[src/shared/cirm_pkg.sv]
// Constants for the contact-input reference modifier.
// Assumes a single 40 MHz core clock; frequencies are in 0.01 Hz units.
package cirm_pkg;

  // ==========================================================
  // Sizes
  localparam int NUM_INPUTS = 10;
  localparam int CODE_W = 8;
  localparam int FREQ_W = 16;
  localparam int PCT_W = 7;
  localparam int SRC_W = 4;
  localparam int CTRL_W = 3;
  localparam int STOP_W = 2;
  localparam int TIMER_W = 32;
  localparam int PROD_W = FREQ_W + PCT_W;

  // ==========================================================
  // Input function codes
  localparam logic [CODE_W-1:0] CODE_OPT_SEL = 8'h02;
  localparam logic [CODE_W-1:0] CODE_RAMP_HOLD = 8'h0a;
  localparam logic [CODE_W-1:0] CODE_UP = 8'h10;
  localparam logic [CODE_W-1:0] CODE_DOWN = 8'h11;
  localparam logic [CODE_W-1:0] CODE_FWD_JOG = 8'h12;
  localparam logic [CODE_W-1:0] CODE_REV_JOG = 8'h13;
  localparam logic [CODE_W-1:0] CODE_TRIM_UP = 8'h1c;
  localparam logic [CODE_W-1:0] CODE_TRIM_DN = 8'h1d;
  localparam logic [CODE_W-1:0] CODE_SAMPLE_HOLD = 8'h1e;

  // Function indices in the flag vectors
  localparam int FN_OPT_SEL = 0;
  localparam int FN_RAMP_HOLD = 1;
  localparam int FN_UP = 2;
  localparam int FN_DOWN = 3;
  localparam int FN_FWD_JOG = 4;
  localparam int FN_REV_JOG = 5;
  localparam int FN_TRIM_UP = 6;
  localparam int FN_TRIM_DN = 7;
  localparam int FN_SAMPLE_HOLD = 8;
  localparam int NUM_FUNCS = 9;

  localparam logic [NUM_FUNCS-1:0][CODE_W-1:0] FUNC_CODES = {
    CODE_SAMPLE_HOLD, CODE_TRIM_DN, CODE_TRIM_UP, CODE_REV_JOG,
    CODE_FWD_JOG, CODE_DOWN, CODE_UP, CODE_RAMP_HOLD, CODE_OPT_SEL
  };

  // ==========================================================
  // Settings
  localparam logic [SRC_W-1:0] REF_SRC_TERMINAL = 4'h1;
  localparam logic [SRC_W-1:0] RUN_SRC_TERMINAL = 4'h1;
  localparam logic [CTRL_W-1:0] CTRL_OLV2 = 3'h4;
  localparam logic [PCT_W-1:0] TRIM_PCT_MAX = 7'h64;
  localparam logic [PCT_W-1:0] TRIM_PCT_DEFAULT = 7'h0a;
  localparam logic [PROD_W-1:0] PCT_DIVISOR = 23'h000064;
  localparam logic [FREQ_W-1:0] JOG_MAX = 16'h9c40;
  localparam logic [FREQ_W-1:0] JOG_OLV2_MAX = 16'h19c8;

  // ==========================================================
  // Timing
  localparam int CLK_HZ = 40000000;
  localparam int SAMPLE_DELAY_MS = 100;
  localparam int CONFLICT_MS = 500;
  localparam int SAMPLE_DELAY_CYCLES = (CLK_HZ / 1000) * SAMPLE_DELAY_MS;
  localparam int CONFLICT_CYCLES = (CLK_HZ / 1000) * CONFLICT_MS;

endpackage

[src/shared/func_flags_if.sv]
// Per-function assignment and activity flags between decoder and core.
// Assumes both ends share the core clock.
`timescale 1ns/100ps
`default_nettype none
interface func_flags_if #(parameter int NUM_FUNCS = 9);
  logic [NUM_FUNCS-1:0] assigned;
  logic [NUM_FUNCS-1:0] active;
  modport source(output assigned, output active);
  modport sink(input assigned, input active);
endinterface
`default_nettype wire

[src/rtl/contact_input_reference_modifier.sv]
// Contact-input reference modifier: trim, sample-hold, source select, jog.
// Assumes same-clock analog and option-card values; pins asynchronous.
// Contract
// Trim increase and decrease functions selectable on any contact input.
// Trim level: percent of max frequency, 0..100, default 10, run-frozen.
// Increase alone adds trim, decrease alone subtracts, else unchanged.
// Trim acts only when reference is above zero and analog-sourced.
// A trimmed reference below zero is clamped to zero.
// Only one of trim increase/decrease assigned raises selection error.
// Sample-hold captures the analog reference 100 ms after turn-on.
// Sample-hold with ramp hold, up/down or trim raises selection error.
// Controller holds sample input 100 ms; shorter pulses hold nothing.
// Held reference is volatile and lost at power-off.
// Option/drive selection switches sources only while drive is stopped.
// Selection off uses terminals, on uses the option card for both.
// Configurer sets reference and run sources to terminal first.
// Forward and reverse jog run at jog frequency without run command.
// Jog frequency 0.00..400.00 Hz, default 6.00, changeable running.
// In second open-loop vector mode jog limited to 66.0, never above max.
// Active jog overrides every other reference source.
// Both jogs on for 500 ms stops the motor by configured stop method.
// Delays counted on the core clock, restarting when the condition ends.
`timescale 1ns/100ps
`default_nettype none
module contact_input_reference_modifier #(
  parameter int unsigned SAMPLE_DELAY_CYCLES = cirm_pkg::SAMPLE_DELAY_CYCLES,
  parameter int unsigned CONFLICT_CYCLES = cirm_pkg::CONFLICT_CYCLES
) (
  // Clock and reset
  input wire logic core_clk_i,
  input wire logic sys_rst_i,
  // Contact pins and their function selections
  input wire logic [cirm_pkg::NUM_INPUTS-1:0] contact_pin_i,
  input wire logic [cirm_pkg::NUM_INPUTS-1:0][cirm_pkg::CODE_W-1:0]
    input_function_select_i,
  // Terminal run pins
  input wire logic terminal_run_pin_i,
  input wire logic terminal_reverse_pin_i,
  // Drive settings
  input wire logic [cirm_pkg::PCT_W-1:0] trim_level_setting_i,
  input wire logic [cirm_pkg::FREQ_W-1:0] jog_frequency_setting_i,
  input wire logic [cirm_pkg::FREQ_W-1:0] max_output_frequency_setting_i,
  input wire logic [cirm_pkg::SRC_W-1:0] reference_source_select_i,
  input wire logic [cirm_pkg::SRC_W-1:0] run_source_select_i,
  input wire logic [cirm_pkg::STOP_W-1:0] stop_method_select_i,
  input wire logic [cirm_pkg::CTRL_W-1:0] control_method_i,
  // Drive state and references
  input wire logic drive_running_i,
  input wire logic [cirm_pkg::FREQ_W-1:0] analog_reference_i,
  // Communications option card
  input wire logic [cirm_pkg::FREQ_W-1:0] option_reference_i,
  input wire logic option_run_i,
  input wire logic option_reverse_i,
  // Resulting command
  output logic [cirm_pkg::FREQ_W-1:0] frequency_reference_o,
  output logic run_command_o,
  output logic run_reverse_o,
  output logic jog_active_o,
  output logic option_selected_o,
  output logic hold_valid_o,
  output logic stop_request_o,
  output logic [cirm_pkg::STOP_W-1:0] stop_method_o,
  output logic invalid_input_selection_error_o
);
  func_flags_if #(.NUM_FUNCS(cirm_pkg::NUM_FUNCS)) flags_bus ();

  logic [1:0] run_meta;
  logic [1:0] run_sync;
  logic [cirm_pkg::PCT_W-1:0] trim_level;
  logic [cirm_pkg::FREQ_W-1:0] held_ref;
  logic sample_fire;
  logic conflict_expired;
  logic conflict_latched;
  logic [cirm_pkg::NUM_FUNCS-1:0] asg;
  logic [cirm_pkg::NUM_FUNCS-1:0] act;
  logic [cirm_pkg::FREQ_W-1:0] base_ref;
  logic from_analog;
  logic trim_en;
  logic [cirm_pkg::PROD_W-1:0] trim_prod;
  logic [cirm_pkg::FREQ_W-1:0] trim_amt;
  logic [cirm_pkg::FREQ_W:0] trim_sum;
  logic [cirm_pkg::FREQ_W-1:0] trimmed;
  logic [cirm_pkg::FREQ_W-1:0] jog_cap;
  logic [cirm_pkg::FREQ_W-1:0] jog_lim;
  logic fwd_jog;
  logic rev_jog;
  logic jog_any;
  logic both_jog;
  logic next_error;
  logic [cirm_pkg::FREQ_W-1:0] next_freq;
  logic next_run;
  logic next_reverse;

  assign asg = flags_bus.assigned;
  assign act = flags_bus.active;

  // ==========================================================
  // Pin decode and qualification timers
  input_decode u_decode (
    .core_clk_i(core_clk_i),
    .sys_rst_i(sys_rst_i),
    .contact_pin_i(contact_pin_i),
    .function_select_i(input_function_select_i),
    .flags(flags_bus.source)
  );

  hold_timer #(.CYCLES(SAMPLE_DELAY_CYCLES)) u_sample_timer (
    .core_clk_i(core_clk_i),
    .sys_rst_i(sys_rst_i),
    .cond_i(act[cirm_pkg::FN_SAMPLE_HOLD]),
    .expired_o(),
    .fire_o(sample_fire)
  );

  hold_timer #(.CYCLES(CONFLICT_CYCLES)) u_conflict_timer (
    .core_clk_i(core_clk_i),
    .sys_rst_i(sys_rst_i),
    .cond_i(both_jog),
    .expired_o(conflict_expired),
    .fire_o()
  );

  always_ff @(posedge core_clk_i) begin
    if (sys_rst_i) begin
      run_meta <= '0;
      run_sync <= '0;
    end else begin
      run_meta <= {terminal_reverse_pin_i, terminal_run_pin_i};
      run_sync <= run_meta;
    end
  end

  // ==========================================================
  // Trim level latched only while stopped
  always_ff @(posedge core_clk_i) begin
    if (sys_rst_i) begin
      trim_level <= cirm_pkg::TRIM_PCT_DEFAULT;
    end else if (!drive_running_i) begin
      trim_level <= (trim_level_setting_i > cirm_pkg::TRIM_PCT_MAX) ?
        cirm_pkg::TRIM_PCT_MAX : trim_level_setting_i;
    end
  end

  // ==========================================================
  // Sample-hold capture; cleared only by reset
  always_ff @(posedge core_clk_i) begin
    if (sys_rst_i) begin
      held_ref <= '0;
      hold_valid_o <= 1'b0;
    end else if (sample_fire) begin
      held_ref <= analog_reference_i;
      hold_valid_o <= 1'b1;
    end
  end

  // ==========================================================
  // Source selection, frozen while running
  always_ff @(posedge core_clk_i) begin
    if (sys_rst_i) begin
      option_selected_o <= 1'b0;
    end else if (!drive_running_i) begin
      option_selected_o <= act[cirm_pkg::FN_OPT_SEL];
    end
  end

  // ==========================================================
  // Reference arithmetic
  assign from_analog = !option_selected_o &&
    reference_source_select_i == cirm_pkg::REF_SRC_TERMINAL;
  assign base_ref = option_selected_o ? option_reference_i :
    (hold_valid_o ? held_ref : analog_reference_i);
  assign trim_en = asg[cirm_pkg::FN_TRIM_UP] && asg[cirm_pkg::FN_TRIM_DN] &&
    from_analog && base_ref != '0;
  assign trim_prod = max_output_frequency_setting_i * trim_level;
  assign trim_amt = cirm_pkg::FREQ_W'(trim_prod / cirm_pkg::PCT_DIVISOR);
  assign trim_sum = {1'b0, base_ref} + {1'b0, trim_amt};

  always_comb begin
    trimmed = base_ref;
    if (trim_en && act[cirm_pkg::FN_TRIM_UP] &&
        !act[cirm_pkg::FN_TRIM_DN]) begin
      trimmed = (trim_sum > {1'b0, max_output_frequency_setting_i}) ?
        max_output_frequency_setting_i :
        trim_sum[cirm_pkg::FREQ_W-1:0];
    end else if (trim_en && act[cirm_pkg::FN_TRIM_DN] &&
                 !act[cirm_pkg::FN_TRIM_UP]) begin
      trimmed = (base_ref < trim_amt) ? '0 : base_ref - trim_amt;
    end
  end

  // ==========================================================
  // Jog limits and priority
  always_comb begin
    jog_cap = (control_method_i == cirm_pkg::CTRL_OLV2) ?
      cirm_pkg::JOG_OLV2_MAX : cirm_pkg::JOG_MAX;
    if (max_output_frequency_setting_i < jog_cap) begin
      jog_cap = max_output_frequency_setting_i;
    end
    jog_lim = (jog_frequency_setting_i > jog_cap) ? jog_cap :
      jog_frequency_setting_i;
  end

  assign fwd_jog = act[cirm_pkg::FN_FWD_JOG];
  assign rev_jog = act[cirm_pkg::FN_REV_JOG];
  assign jog_any = fwd_jog || rev_jog;
  assign both_jog = fwd_jog && rev_jog;

  always_comb begin
    if (conflict_latched || conflict_expired) begin
      next_freq = '0;
      next_run = 1'b0;
      next_reverse = 1'b0;
    end else if (jog_any) begin
      next_freq = jog_lim;
      next_run = 1'b1;
      next_reverse = rev_jog && !fwd_jog;
    end else if (option_selected_o) begin
      next_freq = trimmed;
      next_run = option_run_i;
      next_reverse = option_reverse_i;
    end else begin
      next_freq = trimmed;
      next_run = run_sync[0] &&
        run_source_select_i == cirm_pkg::RUN_SRC_TERMINAL;
      next_reverse = run_sync[1];
    end
  end

  // ==========================================================
  // Jog conflict stop, held until both jogs released
  always_ff @(posedge core_clk_i) begin
    if (sys_rst_i) begin
      conflict_latched <= 1'b0;
    end else if (conflict_expired) begin
      conflict_latched <= 1'b1;
    end else if (!jog_any) begin
      conflict_latched <= 1'b0;
    end
  end

  assign next_error =
    (asg[cirm_pkg::FN_TRIM_UP] ^ asg[cirm_pkg::FN_TRIM_DN]) ||
    (asg[cirm_pkg::FN_SAMPLE_HOLD] && (asg[cirm_pkg::FN_RAMP_HOLD] ||
    asg[cirm_pkg::FN_UP] || asg[cirm_pkg::FN_DOWN] ||
    asg[cirm_pkg::FN_TRIM_UP] || asg[cirm_pkg::FN_TRIM_DN]));

  // ==========================================================
  // Output registers
  always_ff @(posedge core_clk_i) begin
    if (sys_rst_i) begin
      frequency_reference_o <= '0;
      run_command_o <= 1'b0;
      run_reverse_o <= 1'b0;
      jog_active_o <= 1'b0;
      stop_request_o <= 1'b0;
      stop_method_o <= '0;
      invalid_input_selection_error_o <= 1'b0;
    end else begin
      frequency_reference_o <= next_freq;
      run_command_o <= next_run;
      run_reverse_o <= next_reverse;
      jog_active_o <= jog_any && !conflict_latched && !conflict_expired;
      stop_request_o <= conflict_latched || conflict_expired;
      stop_method_o <= stop_method_select_i;
      invalid_input_selection_error_o <= next_error;
    end
  end
endmodule
`default_nettype wire

[src/rtl/input_decode.sv]
// Contact pin synchroniser and function-code decoder.
// Assumes pins are asynchronous; selections are static settings.
`timescale 1ns/100ps
`default_nettype none
module input_decode (
  // Clock and reset
  input wire logic core_clk_i,
  input wire logic sys_rst_i,
  // Contact pins and function selections
  input wire logic [cirm_pkg::NUM_INPUTS-1:0] contact_pin_i,
  input wire logic [cirm_pkg::NUM_INPUTS-1:0][cirm_pkg::CODE_W-1:0]
    function_select_i,
  // Decoded flags
  func_flags_if.source flags
);
  logic [cirm_pkg::NUM_INPUTS-1:0] pin_meta;
  logic [cirm_pkg::NUM_INPUTS-1:0] pin_sync;
  logic [cirm_pkg::NUM_FUNCS-1:0] asg_c;
  logic [cirm_pkg::NUM_FUNCS-1:0] act_c;

  // ==========================================================
  // Two-stage pin synchroniser
  always_ff @(posedge core_clk_i) begin
    if (sys_rst_i) begin
      pin_meta <= '0;
      pin_sync <= '0;
    end else begin
      pin_meta <= contact_pin_i;
      pin_sync <= pin_meta;
    end
  end

  // ==========================================================
  // Any input may carry any function
  for (genvar f = 0; f < cirm_pkg::NUM_FUNCS; f++) begin : g_func
    logic [cirm_pkg::NUM_INPUTS-1:0] hit;
    for (genvar i = 0; i < cirm_pkg::NUM_INPUTS; i++) begin : g_in
      assign hit[i] = function_select_i[i] == cirm_pkg::FUNC_CODES[f];
    end
    assign asg_c[f] = |hit;
    assign act_c[f] = |(hit & pin_sync);
  end

  always_ff @(posedge core_clk_i) begin
    if (sys_rst_i) begin
      flags.assigned <= '0;
      flags.active <= '0;
    end else begin
      flags.assigned <= asg_c;
      flags.active <= act_c;
    end
  end
endmodule
`default_nettype wire

[src/rtl/hold_timer.sv]
// Qualification timer: counts while a condition holds.
// Assumes the condition is a same-clock level.
`timescale 1ns/100ps
`default_nettype none
module hold_timer #(
  parameter int unsigned CYCLES = 4
) (
  // Clock and reset
  input wire logic core_clk_i,
  input wire logic sys_rst_i,
  // Condition and results
  input wire logic cond_i,
  output logic expired_o,
  output logic fire_o
);
  localparam logic [cirm_pkg::TIMER_W-1:0] LAST = CYCLES - 1;
  localparam logic [cirm_pkg::TIMER_W-1:0] FULL = CYCLES;

  logic [cirm_pkg::TIMER_W-1:0] count;

  if (CYCLES < 1) begin : g_chk
    $error("hold_timer CYCLES must be at least one");
  end

  // Restarts whenever the condition drops
  always_ff @(posedge core_clk_i) begin
    if (sys_rst_i || !cond_i) begin
      count <= '0;
    end else if (count != FULL) begin
      count <= count + 32'h1;
    end
  end

  assign expired_o = count == FULL;
  assign fire_o = cond_i && count == LAST;
endmodule
`default_nettype wire

[config.mk]
export PLATFORM = sky130hd
export DESIGN_NAME = contact_input_reference_modifier
export DESIGN_NICKNAME = d
export VERILOG_FILES = /design/src/shared/cirm_pkg.sv /design/src/shared/func_flags_if.sv /design/src/rtl/contact_input_reference_modifier.sv /design/src/rtl/input_decode.sv /design/src/rtl/hold_timer.sv
export SDC_FILE = /design/constraint.sdc
export NUM_CORES = 1
export LEC_CHECK = 0
export BUFFER_PORTS_ARGS = -buffer_cell sky130_fd_sc_hd__buf_4
export CAP_MARGIN = 10
export CORE_MARGIN = 1
export CORE_UTILIZATION = 35
export CTS_BUF_LIST = sky130_fd_sc_hd__clkbuf_16
export DETAILED_ROUTE_END_ITERATION = 8
export SLEW_MARGIN = 20
export SYNTH_ARGS = -nofsm -noshare
export SYNTH_HDL_FRONTEND = slang
export SYNTH_SLANG_ARGS = --single-unit
[constraint.sdc]
create_clock -name core_clk_i -period 16.45 [get_ports core_clk_i]
set_clock_uncertainty 0.2 [all_clocks]
set_input_delay 1.645 -clock core_clk_i [delete_from_list [all_inputs] [get_ports core_clk_i]]
set_output_delay 1.645 -clock core_clk_i [all_outputs]
set_load 0.005 [all_outputs]
==> impl_summary.md <==
Status
The flow ran to the end, but the final reports show violations. The final reports fail on setup timing.

Clock tree
The clock insertion delay at the later pin of the skew report is 0.48 ns. The clock net in this run drives a total of 149 sinks. Buffers inserted during clock tree synthesis total 17. TritonCTS built the clock tree. The hold-fix buffer count after cts is 0. The CTS clock-pin slew for the worst setup and hold paths is 0.07 ns. The count of H-tree levels built during CTS is 4. The clock tree root driver cell is clkbuf_16. The largest buffer count on any clock path is 2.

Placement
In this run the cell area measured after placement is 0.02238 mm2. The final weighted congestion of routability-driven global placement is 0.9659. During placement, the flow inserted port buffers numbering 205. The number of placed instances, taps included, is 3,381. The detailed placer's ending HPWL is 54,040 um.

Logic synthesis
The async set or reset register ratio after synthesis is 0%. Synthesis instantiated 114 different standard cells from the library. Each instance of the synthesized netlist takes up on average 7.610 um2. By count the netlist is led by 288 x nor2_1, 157 x nand2_1, 153 x a21oi_1, 151 x inv_1, 149 x dfxtp_1. nor2_1 is the most common cell in the netlist.

The cell taking the most area after synthesis is dfxtp_1. The net count after synthesis is 2,604. After synthesis, the cell types taking the most area are dfxtp_1 18%, ha_1 8.4%, fa_1 8.3%.

The count of flip-flops with a built-in enable after synthesis is 0. After synthesis the netlist holds a flip-flop and latch count of 149. The proportion of synthesized chip area in sequential cells is 17.51%. The mapped netlist covers 0.01703 mm2. The synthesized netlist cell count is 2,238.

The predominant post-synthesis flop cell is dfxtp_1. The count of synthesis-stage warnings from yosys is 0. The share of the synthesized area in the top cell type is 17.51%.

Route
For this block, the routed nets add up to 68,420 um of wire. The DRC violation count after routing is 0. The average routed wire per standard cell is 19.47 um. The detailed router finished its first iteration with 1,016 violations. In this run the remaining antenna-violating nets after routing total 0.

The first TritonRoute pass finished after 5 iterations. The via total after detailed routing is 19,280. The detailed-route vias per instance is 5.488.

Critical path
The critical path starts at max_output_frequency_setting_i[6]. The most numerous cell on the critical path is a21oi_2. The startpoint of the lowest-slack register-to-register path is trim_level[6]$_SDFFE_PP0N_. Data arrives at the worst endpoint at 18.19 ns. The required time of the critical path is 16.59 ns. The largest single stage delay on the critical path is 0.53 ns.

By startpoint and endpoint, the worst setup path is classified as primary input to flop. The gate family responsible for the most delay along the worst path is compound AO/OA/AOI/OAI gates. The number of buffers and inverters on the critical path is 15. Along the worst path, the maximum fanout reaches 18. The slowest cell on the critical path is fa_1. STA classifies the critical path startpoint as a primary input. The endpoint kind of the worst setup timing path is a flop.

Floorplanning
The area of the die is 0.04955 mm2. The width of the die is 222.6 um. The core region is 0.04785 mm2.

The floorplan step set the die height to 222.6 um. The count of boundary I/O pins is 206. The initial core utilization is 35.60%. The standard-cell row count is 80.

STA
The measured slew at the worst slew-check pin is 1.029 ns. Setup violations remaining at the end of the flow were counted as 16. The time the worst path needs with I/O delays and setup is 18.05 ns. The final-report max-slew violation count is 0. The worst path uses 109.7% of the clock period.

The final hold violation count was 0. The sum of negative setup slack is -24.52 ns. After layout, the worst setup slack is -1.600 ns. Setup repair after global routing could not meet its margin everywhere.

The max-slew headroom at the worst pin is 29.66%. The fmax is 0.05540 GHz.

Global route
The via count of the first global-routing pass came to 19,161. Summed over all layers, the global routing overflow is 0. Across every metal layer, demand over resource in global routing totals 26.98%.

The initial antenna violation count is 2. The wire length of the first global-routing pass is 104,700 um. Entering global routing, the biggest net connects 46 pins.

Finish
The finished layout holds 3,513 standard cells, fillers aside. Cells fill 52.40% of the core in the end. Of the cells placed in the final design, the portion with a size suffix greater than 1 is 35.84%. After routing the design area is 0.02507 mm2. The area growth from synthesis to layout is 47.19%. In the final design database the tool counted 3,249 nets.

Hold path
In this run the worst hold path is classified as flop to flop. The origin of the worst min-delay path is u_decode.pin_meta[3]$_SDFF_PP0_.

Flow run
The count of maximum capacitance violations is 0.
==> metal layers <==
metal / vias to the layer above / global-route usage [%] / wire length [um]
li1: 9314 / - / -
met1: 9260 / 32.13 / 28350
met2: 594 / 47.67 / 33700
met3: 112 / 5.554 / 4253
met4: 0 / 9.522 / 2108
met5: - / 0 / 0
==> cell usage in the layout (no fill, tap or decap), drive strengths merged, types with 18 or more instances in the layout <==
cell and count:
o211ai 39, nor2 288, nor3 65, nor4 34, nand3 92, a31oi 30, fa 71, o21ai 108
xor2 61, nand2 157, inv 162, ha 114, a21o 24, o221ai 21, dfxtp 149, buf 715
xnor2 66, a21oi 160, o21a 18, nand4 42, nor2b 45, mux2i 49, and2 90, and3 24
==> timing repair <==
item                       CTS  global route
gates cloned                 2             1
setup buffers               58            40
hold endpoints to repair     0             0
setup endpoints to repair   16            16
pin swaps                  119           111
gates resized for setup    149           130
==> kinds of logic (layout without fill, tap and decap cells) <==
kind of cell,after synthesis,after routing,synth area share (%)
flops,149,149,17.51
buf+inv,247,903,5.730
simple gates,908,909,26.42
xor+xnor,127,127,6.818
other cells,0,2,0
fa+ha+maj,187,187,16.84
mux,54,54,3.306
compound gates,566,567,23.38
==> registers in the layout (all words and copies together) (netlist names), 2 cells and up <==
name / cells
frequency_reference_o: 16
held_ref: 16
run_meta: 2
run_sync: 2
stop_method_o: 2
trim_level: 7
u_conflict_timer.count: 32
u_decode.flags.active: 6
u_decode.flags.assigned: 6
u_decode.pin_meta: 10
u_decode.pin_sync: 10
u_sample_timer.count: 32
==> final timing paths <==
check                                         end  slack (ns)  depth (start not counted)
min reg2reg       u_decode.pin_sync[3]$_SDFF_PP0_        0.24                          1
max          frequency_reference_o[12]$_SDFF_PP0_       -1.60                         86
min               u_decode.pin_sync[3]$_SDFF_PP0_        0.24                          1
max reg2reg  frequency_reference_o[12]$_SDFF_PP0_       -1.07                         86
==> cell type report <==
type	instances	area [um2]
Tap cell	615	769.5
Fill cell	4543	22780
Sequential cell	149	2983
Multi-Input combinational cell	1844	14510
Clock inverter	15	117.6
Clock buffer	17	425.4
Timing Repair Buffer	715	5674
Inverter	156	589.3
Antenna cell	2	5.005
==> stage by stage <==
step	hold slack (ns)	worst slack, ns
2_1_floorplan	0.2138	-0.9345
3_3_place_gp	0.2208	-2.459
3_5_place_dp	0.2239	-2.690
4_1_cts	0.2403	-1.087
5_1_grt	0.2574	-2.295
6_report	0.2352	-1.600
Power is not shown: default switching activity piles up to over one toggle a cycle in this logic, so the estimate is an artifact.
